File: src/iaf_pkg.sv
// Constants, types and register layout for the indirect pointer unit.
// Assumes a single core clock and an APB master with 12-bit byte addresses.
package iaf_pkg;
    // ------------------------------------------------------------
    // Pointer and data space
    // ------------------------------------------------------------
    localparam int          PTR_W   = 12;
    localparam int          NPTR    = 3;
    localparam logic [6:0]  WIN_HI  = 7'h7f;
    localparam logic [11:0] PTR_RST = 12'h000;
    localparam logic [7:0]  ACC_RST = 8'h00;
    localparam logic [7:0]  FLG_RST = 8'h00;
    // ------------------------------------------------------------
    // Location kinds within one pointer's group of eight
    // ------------------------------------------------------------
    localparam logic [2:0]  K_PLAIN = 3'h0;
    localparam logic [2:0]  K_PDEC  = 3'h1;
    localparam logic [2:0]  K_PINC  = 3'h2;
    localparam logic [2:0]  K_PRE   = 3'h3;
    localparam logic [2:0]  K_IDX   = 3'h4;
    localparam logic [2:0]  K_LO    = 3'h5;
    localparam logic [2:0]  K_HI    = 3'h6;
    localparam logic [4:0]  IDX_ACC = 5'h18;
    localparam logic [4:0]  IDX_FLG = 5'h19;
    localparam logic [4:0]  IDX_ALU = 5'h1a;
    // ------------------------------------------------------------
    // Flag bits and masks
    // ------------------------------------------------------------
    localparam int          FB_C      = 0;
    localparam int          FB_DC     = 1;
    localparam int          FB_Z      = 2;
    localparam int          FB_OV     = 3;
    localparam int          FB_N      = 4;
    localparam logic [7:0]  FLG_MASK  = 8'h1f;
    localparam logic [7:0]  MSK_ARITH = 8'h1f;
    localparam logic [7:0]  MSK_LOGIC = 8'h14;
    localparam logic [7:0]  MSK_ROT   = 8'h17;
    // ------------------------------------------------------------
    // Arithmetic command word layout
    // ------------------------------------------------------------
    localparam int          CMD_OP_LSB = 8;
    localparam int          CMD_DST    = 11;

    typedef enum logic [2:0] {OP_ADD, OP_SUB, OP_AND, OP_RLC, OP_RRC, OP_MOV} iaf_op_t;

    typedef struct packed {
        logic        en;
        logic        we;
        logic [11:0] addr;
        logic [7:0]  wdata;
    } iaf_ram_req_t;

    typedef struct packed {
        logic [7:0] res;
        logic [7:0] flg;
        logic [7:0] msk;
    } iaf_alu_t;
endpackage

File: src/iaf_core.sv
// Pointer unit with indirect data RAM access and arithmetic flag register.
// Assumes a synchronous RAM that returns read data the cycle after en.
//
// Behaviour
// - Three 12-bit pointers from two bytes.
// - Virtual operand accesses RAM at pointer address.
// - Indirect read of virtual location returns zero, sets Z.
// - Indirect write of virtual location is a no-op.
// - Five access locations select five pointer behaviours.
// - Pointer stepping leaves all flags alone.
// - Stepping carries and borrows across all 12 bits.
// - Indexed address is pointer plus signed accumulator.
// - Write to pointer byte beats auto stepping.
// - Flag-affecting result overrides writes to flag bits.
// - Flag bits 7 to 5 read zero.
// - Negative flag follows result bit 7.
// - Overflow flag marks signed wrap.
// - Zero flag marks a zero result.
// - Half carry from bit 3, rotates load bit.
// - Carry from bit 7, rotates load end bit.
// - Subtract adds two's complement; carry means no borrow.
//
// The APB register port and the register addresses were decided locally.
module iaf_core
    import iaf_pkg::*;
(
    // Clock and reset
    input  wire logic         pclk,
    input  wire logic         presetn,
    // APB slave
    input  wire logic         psel,
    input  wire logic         penable,
    input  wire logic         pwrite,
    input  wire logic [11:0]  paddr,
    input  wire logic [31:0]  pwdata,
    output logic      [31:0]  prdata,
    output logic              pready,
    output logic              pslverr,
    // Data RAM
    output iaf_ram_req_t      ram_req,
    input  wire logic [7:0]   ram_rdata
);
    // ------------------------------------------------------------
    // State
    // ------------------------------------------------------------
    typedef enum {ST_IDLE, ST_REQ, ST_CAPT} iaf_st_t;

    iaf_st_t          st;
    iaf_st_t          next_st;
    logic [11:0]      ptr [NPTR];
    logic [11:0]      next_ptr [NPTR];
    logic [7:0]       acc;
    logic [7:0]       next_acc;
    logic [7:0]       flg;
    logic [7:0]       next_flg;
    logic [31:0]      next_prdata;
    logic             next_pready;
    logic             next_pslverr;
    iaf_ram_req_t     next_ram;

    logic             take;
    logic [4:0]       idx;
    logic [1:0]       n;
    logic [2:0]       k;
    logic             is_op;
    logic             mapped;
    logic [11:0]      sx;
    logic [11:0]      eff;
    logic [11:0]      base;
    logic             tvirt;
    logic             tint;
    logic             ram_go;
    logic [7:0]       alu_b;
    logic             wr_en;
    logic [4:0]       wr_idx;
    logic [7:0]       wr_dat;
    iaf_alu_t         r;

    // ------------------------------------------------------------
    // Helpers
    // ------------------------------------------------------------
    function automatic logic is_ptr_loc(input logic [4:0] i, input logic [2:0] lim);
        return (i[4:3] < 2'd3) && (i[2:0] < lim);
    endfunction

    function automatic logic [7:0] reg_read(input logic [4:0] i);
        logic [7:0] v;
        v = 8'h00;
        if (i == IDX_ACC) begin
            v = acc;
        end else if (i == IDX_FLG) begin
            v = flg & FLG_MASK;
        end else if (is_ptr_loc(i, 3'd7) && i[2:0] == K_LO) begin
            v = ptr[i[4:3]][7:0];
        end else if (is_ptr_loc(i, 3'd7) && i[2:0] == K_HI) begin
            v = {4'h0, ptr[i[4:3]][11:8]};
        end
        return v;
    endfunction

    function automatic iaf_alu_t alu_calc(input iaf_op_t op, input logic [7:0] a,
                                          input logic [7:0] b, input logic c);
        iaf_alu_t   q;
        logic [7:0] bb;
        logic [8:0] s;
        logic [4:0] h;
        bb = (op == OP_SUB) ? ~b : b;
        s = {1'b0, a} + {1'b0, bb} + 9'(op == OP_SUB);
        h = {1'b0, a[3:0]} + {1'b0, bb[3:0]} + 5'(op == OP_SUB);
        q.res = s[7:0];
        q.flg = 8'h00;
        q.msk = 8'h00;
        case (op)
            OP_ADD, OP_SUB: begin
                q.flg[FB_C]  = s[8];
                q.flg[FB_DC] = h[4];
                q.flg[FB_OV] = (a[7] == bb[7]) && (s[7] != a[7]);
                q.msk = MSK_ARITH;
            end
            OP_AND: begin
                q.res = a & b;
                q.msk = MSK_LOGIC;
            end
            OP_RLC: begin
                q.res = {b[6:0], c};
                q.flg[FB_C]  = b[7];
                q.flg[FB_DC] = b[3];
                q.msk = MSK_ROT;
            end
            OP_RRC: begin
                q.res = {c, b[7:1]};
                q.flg[FB_C]  = b[0];
                q.flg[FB_DC] = b[4];
                q.msk = MSK_ROT;
            end
            default: begin
                q.res = b;
            end
        endcase
        q.flg[FB_N] = q.res[7];
        q.flg[FB_Z] = (q.res == 8'h00);
        return q;
    endfunction

    // ------------------------------------------------------------
    // Decode
    // ------------------------------------------------------------
    assign take   = psel && penable && !pready && st == ST_IDLE;
    assign idx    = paddr[6:2];
    assign n      = idx[4:3];
    assign k      = idx[2:0];
    assign is_op  = is_ptr_loc(idx, 3'd5);
    assign mapped = paddr[11:7] == 5'h00 && paddr[1:0] == 2'b00
                    && (is_ptr_loc(idx, 3'd7) || (idx >= IDX_ACC && idx <= IDX_ALU));
    assign sx     = {{4{acc[7]}}, acc};
    assign base   = ptr[n < 2'd3 ? n : 2'd0];
    assign alu_b  = pwdata[7:0];
    assign r      = alu_calc(iaf_op_t'(pwdata[CMD_OP_LSB+:3]), acc, alu_b, flg[FB_C]);

    // Access address: pre-increment and indexing form it before the access.
    always_comb begin
        case (k)
            K_PRE:   eff = base + 12'h001;
            K_IDX:   eff = base + sx;
            default: eff = base;
        endcase
    end

    // Targets at pointer, accumulator or flag locations inside the pointer window never reach the RAM.
    assign tvirt  = eff[11:5] == WIN_HI && is_ptr_loc(eff[4:0], 3'd5);
    assign tint   = eff[11:5] == WIN_HI && (is_ptr_loc(eff[4:0], 3'd7)
                    || eff[4:0] == IDX_ACC || eff[4:0] == IDX_FLG);
    assign ram_go = take && mapped && is_op && !tint;

    // ------------------------------------------------------------
    // Next state
    // ------------------------------------------------------------
    always_comb begin
        next_st      = st;
        next_ptr     = ptr;
        next_acc     = acc;
        next_flg     = flg;
        next_prdata  = prdata;
        next_pready  = 1'b0;
        next_pslverr = 1'b0;
        next_ram     = ram_req;
        next_ram.en  = 1'b0;
        wr_en        = 1'b0;
        wr_idx       = idx;
        wr_dat       = pwdata[7:0];
        case (st)
            ST_IDLE: begin
                if (take) begin
                    next_pready = 1'b1;
                    next_prdata = 32'h0;
                    if (!mapped) begin
                        next_pslverr = 1'b1;
                    end else if (is_op) begin
                        // Stepping touches the pointer only, never flags.
                        case (k)
                            K_PDEC: next_ptr[n] = ptr[n] - 12'h001;
                            K_PINC: next_ptr[n] = ptr[n] + 12'h001;
                            K_PRE:  next_ptr[n] = eff;
                            default: next_ptr[n] = ptr[n];
                        endcase
                        if (tvirt) begin
                            if (!pwrite) begin
                                next_flg[FB_Z] = 1'b1;
                            end
                        end else if (tint) begin
                            wr_en  = pwrite;
                            wr_idx = eff[4:0];
                            if (!pwrite) begin
                                next_prdata = {24'h0, reg_read(eff[4:0])};
                            end
                        end else begin
                            next_pready = 1'b0;
                            next_st     = ST_REQ;
                            next_ram    = '{1'b1, pwrite, eff, pwdata[7:0]};
                        end
                    end else if (idx == IDX_ALU) begin
                        if (!pwrite) begin
                            next_prdata = 32'h0;
                        end else if (pwdata[CMD_DST]) begin
                            // Affected flag bits follow the result, not the data.
                            next_flg = ((r.res & ~r.msk) | (r.flg & r.msk)) & FLG_MASK;
                        end else begin
                            next_acc = r.res;
                            next_flg = (flg & ~r.msk) | (r.flg & r.msk);
                        end
                    end else if (pwrite) begin
                        wr_en = 1'b1;
                    end else begin
                        next_prdata = {24'h0, reg_read(idx)};
                    end
                end
            end
            ST_REQ: begin
                next_st = ST_CAPT;
            end
            ST_CAPT: begin
                next_st     = ST_IDLE;
                next_pready = 1'b1;
                if (!ram_req.we) begin
                    next_prdata = {24'h0, ram_rdata};
                end
            end
            default: begin
                next_st = ST_IDLE;
            end
        endcase
        // A byte write rebuilds its pointer from the old value, so no step survives it.
        if (wr_en) begin
            if (wr_idx == IDX_ACC) begin
                next_acc = wr_dat;
            end else if (wr_idx == IDX_FLG) begin
                next_flg = wr_dat & FLG_MASK;
            end else if (wr_idx[2:0] == K_LO) begin
                next_ptr[wr_idx[4:3]] = {ptr[wr_idx[4:3]][11:8], wr_dat};
            end else if (wr_idx[2:0] == K_HI) begin
                next_ptr[wr_idx[4:3]] = {wr_dat[3:0], ptr[wr_idx[4:3]][7:0]};
            end
        end
    end

    always_ff @(posedge pclk or negedge presetn) begin
        if (!presetn) begin
            st      <= ST_IDLE;
            ptr     <= '{default: PTR_RST};
            acc     <= ACC_RST;
            flg     <= FLG_RST;
            prdata  <= 32'h0;
            pready  <= 1'b0;
            pslverr <= 1'b0;
            ram_req <= '0;
        end else begin
            st      <= next_st;
            ptr     <= next_ptr;
            acc     <= next_acc;
            flg     <= next_flg;
            prdata  <= next_prdata;
            pready  <= next_pready;
            pslverr <= next_pslverr;
            ram_req <= next_ram;
        end
    end
endmodule

File: config.mk
export PLATFORM = sky130hd
export DESIGN_NAME = iaf_core
export DESIGN_NICKNAME = d
export VERILOG_FILES = /design/src/iaf_pkg.sv /design/src/iaf_core.sv
export SDC_FILE = /design/constraint.sdc
export NUM_CORES = 1
export LEC_CHECK = 0
export BUFFER_PORTS_ARGS = -buffer_cell sky130_fd_sc_hd__buf_2
export CELL_PAD_IN_SITES_DETAIL_PLACEMENT = 0
export CELL_PAD_IN_SITES_GLOBAL_PLACEMENT = 1
export CORE_ASPECT_RATIO = 0.6
export CORE_UTILIZATION = 40
export CTS_CLUSTER_SIZE = 12
export DETAILED_ROUTE_END_ITERATION = 16
export PLACE_DENSITY = 0.87
export SKIP_LAST_GASP = 1
export SYNTH_ARGS = -nofsm -noshare
export SYNTH_HDL_FRONTEND = slang
export SYNTH_SLANG_ARGS = --single-unit
File: constraint.sdc
create_clock -name pclk -period 5.2 [get_ports pclk]
set_clock_uncertainty 0.05 [all_clocks]
set_input_delay 1.04 -clock pclk [delete_from_list [all_inputs] [get_ports pclk]]
set_output_delay 1.04 -clock pclk [all_outputs]
set_load 0.01 [all_outputs]
* After elaboration in Yosys (flattened, before gate mapping)
Cells that the tools add are included.
Word-level totals: bits in registers 140, bits in latches 0, RAM bits 0, bits in read-only memories 0, input port bits 57, word-level logic and storage cells 231, memories kept 0
Cells by class: add/sub/neg operators 8, multiply operators 0, divide/modulo/power cells 0, magnitude comparators 14, equal/unequal tests 32, shifts and indexed selects 0, multiplexer cells 115, bitwise logic cells 14, reduce and logical (&&, ||, !) cells 35
Operators by type and width (count):
- 36-bit two-way mux | 9
- 32-bit two-way mux | 9
- 8-bit two-way mux | 30
- 36-bit bitwise mux | 6
- 22-bit two-way mux | 6
- 32-bit one-hot mux with 2 select lines | 2
- 12-bit two-way mux | 10
- 36-bit one-hot mux with 3 select lines | 1
- 12-bit binary-select mux with 2-bit select | 4
- 32-bit logical NOT | 2
- 12-bit demux with 2-bit select | 2
- 5-bit equality test (second input constant) | 7
- 5-bit two-way mux | 7
- 32-bit by 1-bit equality test with 1-bit output (second input constant) | 1
- 32-bit by 2-bit equality test with 1-bit output (second input constant) | 1
- 8-bit one-hot mux with 4 select lines | 1
- 12-bit by 1-bit adder with 12-bit output (second input constant) | 2
- 3-bit equality test (second input constant) | 8
- 12-bit one-hot mux with 2 select lines | 1
- 1-bit two-way mux | 20
- 1-bit logical AND | 19
- 8-bit AND | 2
- 5-bit one-hot mux with 3 select lines | 1
- 12-bit adder | 1
- 39 further kinds | 66

* Logic depth before layout (Yosys ltp)
depth in word-level cells 30, gate-level depth with buffers 21, mapped depth without buffers 15

* Worst setup path before layout
OpenSTA, ideal clock, no wires.
kind input-to-reg, start in paddr[3], end reg ptr[35] (netlist bit), library setup time 0.131 ns, arrival 5.655 ns, path slack -0.636 ns, stages 17, path buffers 3, cells stage by stage buf_2 -> nor3b_2 -> buf_2 -> nand2b_1 -> ha_1 -> fa_1 -> a21o_1 -> a311o_1 -> and4_1 -> a311oi_1 -> nand4bb_1 -> nor4b_4 -> mux2i_2 -> nand4_2 -> buf_2 -> a221oi_1 -> nor3_1
RTL lines:
- from (decl) | line iaf_core.sv:34 | input wire logic [11:0] paddr,
- to (signal assigned) | line iaf_core.sv:278 | ptr <= next_ptr;
- to (decl) | line iaf_core.sv:50 | logic [11:0] ptr [NPTR];

==> results.cfg <==
[synth]
synth.largest_area_cell = dfrtp_1
synth_area_um2 = 8687
synthMuxAreaShare_pct = 11.55
synth-compound-area-share_pct = 32.29
synthXorXnorAreaFrac_pct = 3.125
avgSynthCellArea_um2 = 7.992
synth_seq_cells = 83
synth.distinct_cells = 88
yosys-top-cells-area = dfrtp_1 24%, mux2i_1 7.6%, a21oi_1 4.8%, o21ai_0 4.6%, nor2_1 4.4%
yosysSeqAreaShare_pct = 23.91
synth_fa_ha_area_share_pct = 3.601
synth_cells = 1087
synth_top_area_share_pct = 23.91
synthArstFlopShare_pct = 100.0
synth_top_family_by_area = compound AO/OA/AOI/OAI gates
synthSimpleGateAreaFrac_pct = 18.88
synth_warnings = 0
synth_edf_count = 0
ys.flop_type = dfrtp_1

[routing]
drc_errors = 0
ant_nets = 0
firstDrtPassIters = 6
wire_per_inst_um = 25.25
first_iter_violations = 1434
vias_per_cell = 6.479
vias = 10150
routed_wl_um = 39560

[setup_path]
path_class = in -> reg
slowest_stage = a221o_1
cp.arrival_ns = 5.36
startpoint_type = input port
crit_buf_inv = 5
path_cells = buf_12 > buf_6 > nor2b_4 > a221o_1 > fa_2 > a21o_4 > a311o_1 > and4_1 > a311oi_2 > nand4bb_4 > nor4b_4 > buf_6 > buf_8 > mux2i_4 > clkbuf_16 > mux2i_1 > o21ai_2 > a221o_1
critPathMaxStageDelay_ns = 0.43
cp_max_fo = 16
critPathTopFamily = compound AO/OA/AOI/OAI gates
endpoint_kind = flop
required_ns = 5.40

[placed_design]
dpl.cell_count = 1538
placement.io_buffers = 68
dp_slack_ns = -0.5966
dpl.hpwl_um = 30500
globalplace.congestion = 1.081

[grt]
antenna_found_initial = 1
grt-ovfl-total = 0
grt_pass1_wl_um = 57120
track_usage_pct = 35.38
grt_max_degree = 48
grt_pass1_vias = 9121

[finish]
post-route-util_pct = 52.13
drive_above_1_share_pct = 26.81
final_nets = 1363
regArea_um2 = 2077
final_cells = 1567
layout_common_cells = 176 x buf_4, 101 x nor2_1, 97 x nand2_1
multiInputGateArea_um2 = 6359
area_growth_pct = 26.83
layout_commonest_cell = buf_4
fillCellCount = 2044

[die]
die_x_um = 192.3
io-pin-count = 113
die_area_um2 = 22330
core_area_um2 = 21140
rows = 41
die_y_um = 116.2
start_util_pct = 41.10

[clocking]
cts_sinks = 83
cts_hold_buf = 0
cts_tree = done
cts_buffers = 9
clk_pin_slew_ns = 0.07
cts_root_buf = clkbuf_16
clk_latency_ns = 0.37
ctsLongestPathBuffers = 2
htree_num_levels = 3

[timing]
maxSlewHeadroom_pct = 11.90
setup_viol = 0
tightest_slew_ns = 1.319
whs_ns = 0.4296
hold_violations = 0
final_max_slew_viol_count = 0
fin_crit_ns = 5.165
worst_slack_ns = 0.03491
rsz0062_at_grt = yes
timing.final.crit_share_pct = 99.33
max_freq_ghz = 0.1936

[power]
irDropWorstVdd_v = 0.0001619
total_power_mw = 1.757
p_per_area_nw_per_um2 = 159.5
leakage_nw = 4.957

[flow_run]
drv_cap = 0

[run_status]
status = completed

[min_path]
hold_path_class = reg -> reg
final timing paths:
kind | startpoint | endpoint | slack, ns | depth (start not counted)
worst max-delay path | paddr[6] | ptr[15]$_DFF_PN0_ | 0.03 | 18
worst min-delay path | ram_req[15]$_DFFE_PN0P_ | ram_req[15]$_DFFE_PN0P_ | 0.43 | 2
worst max register to register | ptr[24]$_DFF_PN0_ | ptr[15]$_DFF_PN0_ | 0.57 | 17
worst min register to register | ram_req[15]$_DFFE_PN0P_ | ram_req[15]$_DFFE_PN0P_ | 0.43 | 2
max in group asynchronous | presetn | ptr[29]$_DFF_PN0_ | 3.46 | 2
min in group asynchronous | presetn | ram_req[9]$_DFFE_PN0P_ | 0.58 | 1
repair_timing:
action / in CTS / in global routing
setup endpoints to repair: 34 / 33
cloned: 0 / 1
setup buffers: 0 / 12
pin swaps: 0 / 11
resized for setup: 6 / 37
hold endpoints to repair: 0 / 0
cell usage after synthesis (7+ instances only):
cell         n
nor2_1     101
nand2_1     97
a21oi_1     84
dfrtp_1     83
o21ai_0     80
mux2i_1     66
clkbuf_1    42
a22oi_1     33
o22ai_1     30
buf_4       27
mux2_2      26
ha_1        21
inv_1       21
nor3_1      21
nand3_1     19
a21o_1      18
xor2_1      18
o2bb2ai_1   17
a221oi_1    15
buf_2       14
nand2b_1    13
xnor2_1     13
nor2b_1     12
o21a_1      10
o32a_1      10
o32ai_1     10
and2_1       9
o221ai_1     9
a221o_1      8
a31oi_1      8
o21bai_1     8
nand3b_1     7
per-stage QoR:
stage               setup TNS, ns  instance area [um2]
floorplan               -0.001221                 8919
global placement           -17.20                10430
detailed placement         -23.40                10430
CTS                             0                10740
global route              -0.5342                11020
finish                          0                11020
power by group:
| part | leakage [nW] | switching (mW) | internal [mW] |
|---|---|---|---|
| combinational | 3.69 | 0.274 | 0.157 |
| sequential | 1.13 | 0.0102 | 0.660 |
| clock | 0.141 | 0.294 | 0.361 |
area by class of cell:
type,count,share of cell area [%]
clock buffers,12,2.419
flip-flops and latches,83,18.85
well taps,279,3.168
diodes,1,0.02271
multi-input cells,914,57.71
repair buffers,252,16.85
inverters,23,0.7836
clock inverters,3,0.1930
registers in the layout (all words and copies together), names as in the netlist:
signal	cells
pslverr	1
acc	8
ram_req	22
prdata	8
ptr	36
flg	5
pready	1
st	2
routing by layer:
metal | vias to the layer above | share of wire (%) | global-route usage (%)
met2 | 757 | 36 | 42.90
li1 | 4471 | - | -
met4 | 2 | 2.4 | 10.76
met5 | - | 0.39 | 4.915
met3 | 68 | 17 | 19.26
met1 | 4855 | 44 | 50.93
worst reg2reg max path, stage by stage (launching register included):
cell and delay [ns]:
dfrtp_1 0.45, inv_1 0.15, o221ai_2 0.17, ha_4 0.21, fa_2 0.41, a21o_4 0.25, a311o_1 0.38, and4_1 0.18
a311oi_2 0.36, nand4bb_4 0.17, nor4b_4 0.29, buf_6 0.18, buf_8 0.13, mux2i_4 0.30, clkbuf_16 0.20, mux2i_1 0.22
o21ai_2 0.09, a221o_1 0.32
logic make-up (layout without fill, tap and decap cells):
family | count (synthesis) | after routing
AND/OR/NAND/NOR | 331 | 331
other | 1 | 25
XOR/XNOR | 31 | 31
adder cells (fa/ha/maj) | 24 | 24
flip-flops | 83 | 83
AO/OA/AOI/OAI | 408 | 408
multiplexers | 96 | 96
buffers and inverters | 113 | 290
No activity file was read; power rests on OpenSTA's default activity.
